$ cat config.mk
export PLATFORM = sky130hd
export DESIGN_NAME = adcct_top
export DESIGN_NICKNAME = d
export VERILOG_FILES = /design/src/rtl/adcctl_pkg.sv /design/src/rtl/adcct_tick_gen.sv /design/src/rtl/adcct_top.sv
export SDC_FILE = /design/constraint.sdc
export NUM_CORES = 1
export LEC_CHECK = 0
export BUFFER_PORTS_ARGS = -buffer_cell sky130_fd_sc_hd__clkbuf_2
export CAP_MARGIN = 40
export CORE_MARGIN = 5
export CORE_UTILIZATION = 43
export DETAILED_ROUTE_END_ITERATION = 10
export GPL_TIMING_DRIVEN = 0
export PLACE_DENSITY = 0.71
export SLEW_MARGIN = 20
export SYNTH_ARGS = -nofsm -noshare
export SYNTH_HDL_FRONTEND = slang
export SYNTH_HIERARCHICAL = 1
export SYNTH_SLANG_ARGS = --single-unit
$ cat constraint.sdc
create_clock -name clk_i -period 1.6 [get_ports clk_i]
set_input_delay 0.16 -clock clk_i [delete_from_list [all_inputs] [get_ports clk_i]]
set_output_delay 0.16 -clock clk_i [all_outputs]
set_load 0.01 [all_outputs]
$ cat src/rtl/adcctl_pkg.sv
// Constants shared by the converter control block
package adcctl_pkg;
   // Register offsets (byte addresses, one word each)
   localparam logic [3:0] ADDR_CONTROL_ZERO = 4'h0;
   localparam logic [3:0] ADDR_CONTROL_ONE = 4'h4;
   localparam logic [3:0] ADDR_RESULT_HIGH = 4'h8;
   localparam logic [3:0] ADDR_RESULT_LOW = 4'hc;
   // Control zero fields
   localparam int CZ_POWER_BIT = 0;
   localparam int CZ_GO_BIT = 2;
   localparam int CZ_CHAN_LSB = 3;
   localparam int CZ_CLKSEL_LSB = 6;
   // Control one fields
   localparam int CO_PCFG_LSB = 0;
   localparam int CO_CLKSEL_HIGH_BIT = 6;
   localparam int CO_FORMAT_BIT = 7;
   // Writable masks; unimplemented bits read zero
   localparam logic [7:0] CZ_WRITE_MASK = 8'hf9;
   localparam logic [7:0] CO_WRITE_MASK = 8'hcf;
   localparam logic [7:0] CONTROL_RESET = 8'h00;
   // Conversion length in conversion clock periods
   localparam logic [3:0] CONV_PERIODS = 4'hc;
   localparam int RESULT_BITS = 10;
   // Clock divider codes, high bit first
   localparam logic [6:0] DIV_2 = 7'h02;
   localparam logic [6:0] DIV_4 = 7'h04;
   localparam logic [6:0] DIV_8 = 7'h08;
   localparam logic [6:0] DIV_16 = 7'h10;
   localparam logic [6:0] DIV_32 = 7'h20;
   localparam logic [6:0] DIV_64 = 7'h40;
   // Channels on the small and large variants
   localparam logic [3:0] CHANNELS_SMALL = 4'h5;
   localparam logic [3:0] CHANNELS_LARGE = 4'h8;
   typedef enum logic [1:0] {ADCCT_IDLE, ADCCT_START, ADCCT_CONVERT} adcct_state_t;
endpackage

$ cat src/rtl/adcct_tick_gen.sv
// Conversion clock tick generator: oscillator divider or internal RC edges
`timescale 1ns/100ps
`default_nettype none
module adcct_tick_gen (
   input wire logic clk_i,
   input wire logic rst_i,
   input wire logic run_i,
   input wire logic [2:0] clk_select_i,
   input wire logic rc_clk_i,
   output logic tick_o
);
   logic [6:0] div_count_reg, div_count_next;
   logic [6:0] divisor;
   logic rc_meta_reg, rc_sync_reg, rc_prev_reg;
   logic tick_reg, tick_next;
   logic use_rc;

   assign use_rc = (clk_select_i[1:0] == 2'b11);

   always_comb begin
      case (clk_select_i)
         3'b000: divisor = adcctl_pkg::DIV_2;
         3'b001: divisor = adcctl_pkg::DIV_8;
         3'b010: divisor = adcctl_pkg::DIV_32;
         3'b100: divisor = adcctl_pkg::DIV_4;
         3'b101: divisor = adcctl_pkg::DIV_16;
         3'b110: divisor = adcctl_pkg::DIV_64;
         default: divisor = adcctl_pkg::DIV_2;
      endcase
   end

   always_comb begin
      div_count_next = div_count_reg;
      tick_next = 1'b0;
      if (!run_i) begin
         div_count_next = 7'h00;
      end else if (use_rc) begin
         div_count_next = 7'h00;
         tick_next = rc_sync_reg & ~rc_prev_reg;
      end else if (div_count_reg >= divisor - 7'h01) begin
         div_count_next = 7'h00;
         tick_next = 1'b1;
      end else begin
         div_count_next = div_count_reg + 7'h01;
      end
   end

   always_ff @(posedge clk_i) begin
      if (rst_i) begin
         div_count_reg <= 7'h00;
         tick_reg <= 1'b0;
         rc_meta_reg <= 1'b0;
         rc_sync_reg <= 1'b0;
         rc_prev_reg <= 1'b0;
      end else begin
         div_count_reg <= div_count_next;
         tick_reg <= tick_next;
         rc_meta_reg <= rc_clk_i;
         rc_sync_reg <= rc_meta_reg;
         rc_prev_reg <= rc_sync_reg;
      end
   end

   assign tick_o = tick_reg;
endmodule
`default_nettype wire

$ cat src/rtl/adcct_top.sv
// Converter control block: registers, clock select and conversion sequencer
`timescale 1ns/100ps
`default_nettype none
module adcct_top #(
   parameter bit LARGE_VARIANT = 1'b1
) (
   input wire logic clk_i,
   input wire logic rst_i,
   // Wishbone classic slave
   input wire logic wb_cyc_i,
   input wire logic wb_stb_i,
   input wire logic wb_we_i,
   input wire logic [3:0] wb_adr_i,
   input wire logic [3:0] wb_sel_i,
   input wire logic [31:0] wb_dat_i,
   output logic [31:0] wb_dat_o,
   output logic wb_ack_o,
   output logic wb_err_o,
   // Converter core
   input wire logic rc_clk_i,
   input wire logic [9:0] conv_data_i,
   output logic power_o,
   output logic [2:0] channel_o,
   output logic [3:0] port_config_o,
   output logic sample_hold_o,
   output logic done_pulse_o
);
   ////////////////////////////////////////////////////////////////////
   // Register state
   // Bus and control registers
   logic [7:0] ctrl_zero_reg;
   logic [7:0] ctrl_zero_next;
   logic [7:0] ctrl_one_reg;
   logic [7:0] ctrl_one_next;
   logic ack_reg;
   logic ack_next;
   logic err_reg;
   logic err_next;
   logic [31:0] rdata_reg;
   logic [31:0] rdata_next;
   // Sequencer
   logic [9:0] result_reg;
   logic [9:0] result_next;
   logic go_reg;
   logic go_next;
   adcctl_pkg::adcct_state_t state_reg;
   adcctl_pkg::adcct_state_t state_next;
   logic [3:0] period_reg;
   logic [3:0] period_next;
   logic done_reg;
   logic done_next;
   logic hold_reg;
   logic hold_next;
   // Output stages and result word synchronizer
   logic power_out_reg;
   logic power_out_next;
   logic [2:0] chan_out_reg;
   logic [2:0] chan_out_next;
   logic [3:0] pcfg_out_reg;
   logic [3:0] pcfg_out_next;
   logic [9:0] conv_meta_reg;
   logic [9:0] conv_sync_reg;
   // Decode helpers
   logic tick;
   logic bus_req;
   logic write_lane0;
   logic write_zero;
   logic write_one;
   logic addr_ok;
   logic start_req;
   logic chan_legal;
   logic power_on;
   logic fmt_right;
   logic [2:0] clk_select;
   logic [7:0] res_high;
   logic [7:0] res_low;
   logic [7:0] read_byte;
   logic [3:0] chan_limit;
   logic [2:0] chan_field;

   ////////////////////////////////////////////////////////////////////
   // Decode
   assign power_on = ctrl_zero_reg[adcctl_pkg::CZ_POWER_BIT];
   assign fmt_right = ctrl_one_reg[adcctl_pkg::CO_FORMAT_BIT];
   assign clk_select = {ctrl_one_reg[adcctl_pkg::CO_CLKSEL_HIGH_BIT],
                        ctrl_zero_reg[adcctl_pkg::CZ_CLKSEL_LSB +: 2]};
   assign chan_field = ctrl_zero_reg[adcctl_pkg::CZ_CHAN_LSB +: 3];
   assign chan_limit = LARGE_VARIANT ? adcctl_pkg::CHANNELS_LARGE
                                     : adcctl_pkg::CHANNELS_SMALL;
   assign bus_req = wb_cyc_i & wb_stb_i & ~ack_reg & ~err_reg;
   assign write_lane0 = bus_req & wb_we_i & wb_sel_i[0];
   assign addr_ok = (wb_adr_i == adcctl_pkg::ADDR_CONTROL_ZERO) ||
                    (wb_adr_i == adcctl_pkg::ADDR_CONTROL_ONE) ||
                    (wb_adr_i == adcctl_pkg::ADDR_RESULT_HIGH) ||
                    (wb_adr_i == adcctl_pkg::ADDR_RESULT_LOW);
   assign write_zero = write_lane0 && (wb_adr_i == adcctl_pkg::ADDR_CONTROL_ZERO);
   assign write_one = write_lane0 && (wb_adr_i == adcctl_pkg::ADDR_CONTROL_ONE);
   // Power must already be on; a same-write power-up does not start
   assign start_req = write_zero && wb_dat_i[adcctl_pkg::CZ_GO_BIT] &&
                      wb_dat_i[adcctl_pkg::CZ_POWER_BIT] && power_on;
   // Reserved channel codes fall back to channel 0
   assign chan_legal = ({1'b0, chan_field} < chan_limit);

   ////////////////////////////////////////////////////////////////////
   // Result justification and read data
   always_comb begin
      if (fmt_right) begin
         res_high = {6'h00, result_reg[9:8]};
         res_low = result_reg[7:0];
      end else begin
         res_high = result_reg[9:2];
         res_low = {result_reg[1:0], 6'h00};
      end
   end

   always_comb begin
      case (wb_adr_i)
         adcctl_pkg::ADDR_CONTROL_ZERO:
            read_byte = {ctrl_zero_reg[7:3], go_reg, 1'b0, ctrl_zero_reg[0]};
         adcctl_pkg::ADDR_CONTROL_ONE: read_byte = ctrl_one_reg & adcctl_pkg::CO_WRITE_MASK;
         adcctl_pkg::ADDR_RESULT_HIGH: read_byte = res_high;
         adcctl_pkg::ADDR_RESULT_LOW: read_byte = res_low;
         default: read_byte = 8'h00;
      endcase
   end

   ////////////////////////////////////////////////////////////////////
   // Conversion tick source
   adcct_tick_gen u_tick (
      .clk_i(clk_i),
      .rst_i(rst_i),
      .run_i(state_reg != adcctl_pkg::ADCCT_IDLE),
      .clk_select_i(clk_select),
      .rc_clk_i(rc_clk_i),
      .tick_o(tick)
   );

   ////////////////////////////////////////////////////////////////////
   // Control registers and bus answers
   always_comb begin
      ctrl_zero_next = ctrl_zero_reg;
      ctrl_one_next = ctrl_one_reg;
      ack_next = 1'b0;
      err_next = 1'b0;
      rdata_next = rdata_reg;
      if (bus_req) begin
         // Unmapped offsets answer with an error and write nothing
         if (!addr_ok) begin
            err_next = 1'b1;
         end else begin
            ack_next = 1'b1;
         end
         // Last read value stands on the bus until the next read of a mapped offset
         if (addr_ok && !wb_we_i) begin
            rdata_next = {24'h000000, read_byte};
         end
      end
      if (write_zero) begin
         ctrl_zero_next = wb_dat_i[7:0] & adcctl_pkg::CZ_WRITE_MASK;
      end
      if (write_one) begin
         ctrl_one_next = wb_dat_i[7:0] & adcctl_pkg::CO_WRITE_MASK;
      end
   end

   ////////////////////////////////////////////////////////////////////
   // Conversion sequencer
   always_comb begin
      state_next = state_reg;
      period_next = period_reg;
      go_next = go_reg;
      result_next = result_reg;
      done_next = 1'b0;
      hold_next = hold_reg;
      case (state_reg)
         adcctl_pkg::ADCCT_IDLE: begin
            if (start_req) begin
               go_next = 1'b1;
               hold_next = 1'b1;
               period_next = 4'h0;
               state_next = adcctl_pkg::ADCCT_CONVERT;
            end
         end
         adcctl_pkg::ADCCT_CONVERT: begin
            // Power cleared mid-conversion aborts: no result, no done
            if (!power_on) begin
               go_next = 1'b0;
               hold_next = 1'b0;
               state_next = adcctl_pkg::ADCCT_IDLE;
            end else if (tick) begin
               if (period_reg == adcctl_pkg::CONV_PERIODS - 4'h1) begin
                  result_next = conv_sync_reg;
                  go_next = 1'b0;
                  done_next = 1'b1;
                  hold_next = 1'b0;
                  state_next = adcctl_pkg::ADCCT_IDLE;
               end else begin
                  period_next = period_reg + 4'h1;
               end
            end
         end
         default: state_next = adcctl_pkg::ADCCT_IDLE;
      endcase
   end

   always_ff @(posedge clk_i) begin
      if (rst_i) begin
         ctrl_zero_reg <= adcctl_pkg::CONTROL_RESET;
         ctrl_one_reg <= adcctl_pkg::CONTROL_RESET;
         ack_reg <= 1'b0;
         err_reg <= 1'b0;
         rdata_reg <= 32'h00000000;
      end else begin
         ctrl_zero_reg <= ctrl_zero_next;
         ctrl_one_reg <= ctrl_one_next;
         ack_reg <= ack_next;
         err_reg <= err_next;
         rdata_reg <= rdata_next;
      end
   end

   always_ff @(posedge clk_i) begin
      if (rst_i) begin
         go_reg <= 1'b0;
         state_reg <= adcctl_pkg::ADCCT_IDLE;
         period_reg <= 4'h0;
         done_reg <= 1'b0;
         hold_reg <= 1'b0;
         result_reg <= 10'h000;
      end else begin
         go_reg <= go_next;
         state_reg <= state_next;
         period_reg <= period_next;
         done_reg <= done_next;
         hold_reg <= hold_next;
         result_reg <= result_next;
      end
   end

   ////////////////////////////////////////////////////////////////////
   // Result word from the analog side; quiet while the hold stands
   always_ff @(posedge clk_i) begin
      if (rst_i) begin
         conv_meta_reg <= 10'h000;
         conv_sync_reg <= 10'h000;
      end else begin
         conv_meta_reg <= conv_data_i;
         conv_sync_reg <= conv_meta_reg;
      end
   end

   ////////////////////////////////////////////////////////////////////
   // Core-facing outputs, registered
   always_comb begin
      power_out_next = power_on;
      chan_out_next = 3'h0;
      if (chan_legal) begin
         chan_out_next = chan_field;
      end
      pcfg_out_next = ctrl_one_reg[adcctl_pkg::CO_PCFG_LSB +: 4];
   end

   always_ff @(posedge clk_i) begin
      if (rst_i) begin
         power_out_reg <= 1'b0;
         chan_out_reg <= 3'h0;
         pcfg_out_reg <= 4'h0;
      end else begin
         power_out_reg <= power_out_next;
         chan_out_reg <= chan_out_next;
         pcfg_out_reg <= pcfg_out_next;
      end
   end

   assign wb_dat_o = rdata_reg;
   assign wb_ack_o = ack_reg;
   assign wb_err_o = err_reg;
   assign power_o = power_out_reg;
   assign channel_o = chan_out_reg;
   assign port_config_o = pcfg_out_reg;
   assign sample_hold_o = hold_reg;
   assign done_pulse_o = done_reg;
endmodule
`default_nettype wire

==> impl_metrics.json <==
{
  "status": "finished with violations",
  "violations": "negative setup slack",
  "finalHoldViolCount": 0,
  "cp-start-kind": "flop",
  "dieArea_um2": 9850,
  "netlist.top_cell.by_area": "dfxtp_1",
  "num_vias": 2690,
  "path_max_fanout": 8,
  "p_seq_frac": 0.538,
  "multiInputGateArea_um2": 1770,
  "p_leak_nw": 1.74,
  "wirelength_um": 7500,
  "wire_per_inst_um": 13.6,
  "drive_gt1_frac": 0.308,
  "ios": 100,
  "p_sw_frac": 0.266,
  "synth_area_leaders": "dfxtp_1 45%, nor2b_1 6.4%, buf_4 5.5%, mux2i_1 4.1%, a21oi_1 3.1%",
  "async_flop_share": 0,
  "required_ns": 1.90,
  "clockPowerShare": 0.390,
  "cts_buffers": 9,
  "dpl.hpwl_um": 5230,
  "die_h_um": 99.2,
  "gp_congestion": 0.890,
  "slew_viol_final": 0,
  "crit_type": "reg -> reg",
  "mostFrequentLayoutCells": "73 x dfxtp_1, 47 x clkbuf_2, 33 x nor2b_1, 30 x buf_4, 25 x conb_1",
  "ys_warn_count": 6,
  "worstSkewPairLatency_ns": 0.36,
  "clock_skew_ns": 0.0104,
  "grt_setup_unrepaired": "true",
  "firstDrtPassIters": 4,
  "max_freq_mhz": 604,
  "synth_top_cell_area_share": 0.450,
  "grt_max_degree": 17,
  "hp-class": "in -> reg",
  "cp-end-kind": "flop",
  "h-tree-depth": 3,
  "synthToLayoutAreaGrowth_pct": 24.2,
  "clkSinkCount": 77,
  "crit_slowest_cell": "dfxtp_4",
  "final_design_area_no_fill_um2": 4250,
  "synthCells": 353,
  "dpl_cell_area_um2": 3890,
  "clkTransAtPathRegs_ns": 0.09,
  "crit_path_cell_trace": "nor2b_4 > inv_1 > ha_4 > nand4_1 > a21oi_4 > o221a_2",
  "grt_pass1_wl_um": 12100,
  "grt.total_usage": 0.153,
  "n_antenna_cell": 0,
  "antenna_found_initial": 0,
  "setup_viol": 1,
  "fin_crit_ns": 1.66,
  "coreArea_um2": 7730,
  "ys_types": 59,
  "combinationalPowerShare": 0.073,
  "fin_crit_sh": 1.04,
  "grt_pass1_vias": 2532,
  "ant_nets": 0,
  "synth-edff-count": 0,
  "p_sw_mw": 0.966,
  "final_common_cell": "dfxtp_1",
  "avgViaCountPerCell": 4.86,
  "synth-seq-cells": 77,
  "arrival_ns": 1.96,
  "io_buffers": 47,
  "die_x_um": 99.2,
  "tightest_slew_ns": 0.536,
  "peakVddDrop_mv": 0.562,
  "stdcell_count": 553,
  "place_ws_ns": -0.143,
  "num_rows": 32,
  "cellPowerDensity_nw_per_um2": 853,
  "clockBufferDepth": 2,
  "n_fill_cell": 702,
  "overflow": 0,
  "synth_flop_cell": "dfxtp_1",
  "seqCellArea_um2": 1550,
  "syn-mean-instance-area_um2": 9.70,
  "dp_cells": 525,
  "netlist_area_um2": 3420,
  "p_int_mw": 2.66,
  "nNetsFinal": 510,
  "synth-seq-area-share": 0.450,
  "drtIter0Drc": 87,
  "relSlewSlack": 0.643,
  "max_stage_delay_ns": 0.38,
  "cts_root_buf": "clkbuf_8",
  "initial_core_util": 0.443,
  "final.setup.worst_slack_ns": -0.0562,
  "drc_errors": 0,
  "cts_tree": "done",
  "drv_cap": 0
}
metal layers:
metal  up-vias  part of all wire  track usage
met2        95              0.46        0.241
li1       1377                 -            -
met4         0             0.020       0.0746
met1      1205              0.45        0.197
met5         -                 0            0
met3        13             0.065       0.0351
cell families after synthesis:
kind of cell / Yosys count / synth area share
simple gates: 141 / 0.250
buf+inv: 43 / 0.0822
compound gates: 63 / 0.131
mux: 16 / 0.0475
xor+xnor: 3 / 0.00767
flops: 77 / 0.450
other cells: 2 / 0.00219
fa+ha+maj: 8 / 0.0292
power groups by stage:
stage | clock network, mW | registers (mW) | logic (mW)
after CTS | 1.43 | 1.95 | 0.260
after global placement | 0 | 2.00 | 0.245
after floorplan | 0 | 2.00 | 0.170
after global routing | 1.54 | 1.96 | 0.291
after detailed placement | 0 | 2.00 | 0.247
final | 1.41 | 1.95 | 0.264
stage by stage:
stage / TNS (ns) / total power, mW / hold slack, ns / util
after floorplan: 0 / 2.17 / 0.232 / -
after global placement: -0.266 / 2.24 / 0.370 / 0.503
after detailed placement: -0.669 / 2.25 / 0.372 / 0.503
after CTS: -0.0332 / 3.65 / 0.000267 / 0.542
after global routing: -0.999 / 3.79 / 0.0216 / 0.551
final: -0.0562 / 3.63 / 0.0143 / 0.551
final cells by class:
cell class | instances | area share
Tap cell | 102 | 0.0300
Inverter | 3 | 0.00265
Multi-Input combinational cell | 257 | 0.416
Timing Repair Buffer | 58 | 0.0782
Buffer | 40 | 0.0638
Clock inverter | 7 | 0.0159
Sequential cell | 77 | 0.365
Clock buffer | 9 | 0.0291
path summary, 6_finish.rpt:
check | slack, ns | cells after the start | endpoint | start
setup reg to reg | -0.06 | 6 | u_tick/tick_o$_SDFF_PP0_ | ctrl_zero_reg[7]$_SDFFE_PP0N_
setup / recovery | -0.06 | 6 | u_tick/tick_o$_SDFF_PP0_ | ctrl_zero_reg[7]$_SDFFE_PP0N_
hold / removal | 0.01 | 2 | u_tick/rc_meta_reg$_SDFF_PP0_ | rc_clk_i
hold reg to reg | 0.43 | 2 | result_reg[0]$_SDFFE_PP0P_ | conv_sync_reg[0]$_SDFF_PP0_
critical path, delay by kind of cell (launching register included):
kind | cells | cell delay, ns
and+or+nand+nor | 2 | 0.33
DFF | 1 | 0.38
buffers and inverters | 1 | 0.09
AOI/OAI and AO/OA | 2 | 0.50
adders and majority gates | 1 | 0.28
cells in the mapped netlist, types with 3 or more instances:
cell       n
dfxtp_1   77
buf_4     25
buf_6      3
a21oi_1   21
ha_1       8
a211oi_2   4
nand3_2    3
nand4b_1   4
nand2_1   23
or3_1      4
inv_1      3
nand3_1   13
nor2_1    23
buf_2      3
mux2i_1   14
a31oi_1    4
o21ai_0   14
nand2b_1   5
nor2b_1   35
clkbuf_1   7
nor3_1     9
nand3b_1   4
timing repair:
| item | CTS | global route |
|---|---|---|
| hold buffers | 6 | 0 |
| setup buffers | 3 | 2 |
| gates cloned | 0 | 1 |
| endpoints found under the setup margin | 8 | 20 |
| resized for setup | 8 | 10 |
| endpoints found under the hold margin | 6 | 0 |
| pin swaps | 3 | 8 |
Note: power is estimated with default switching activity, not from simulation.
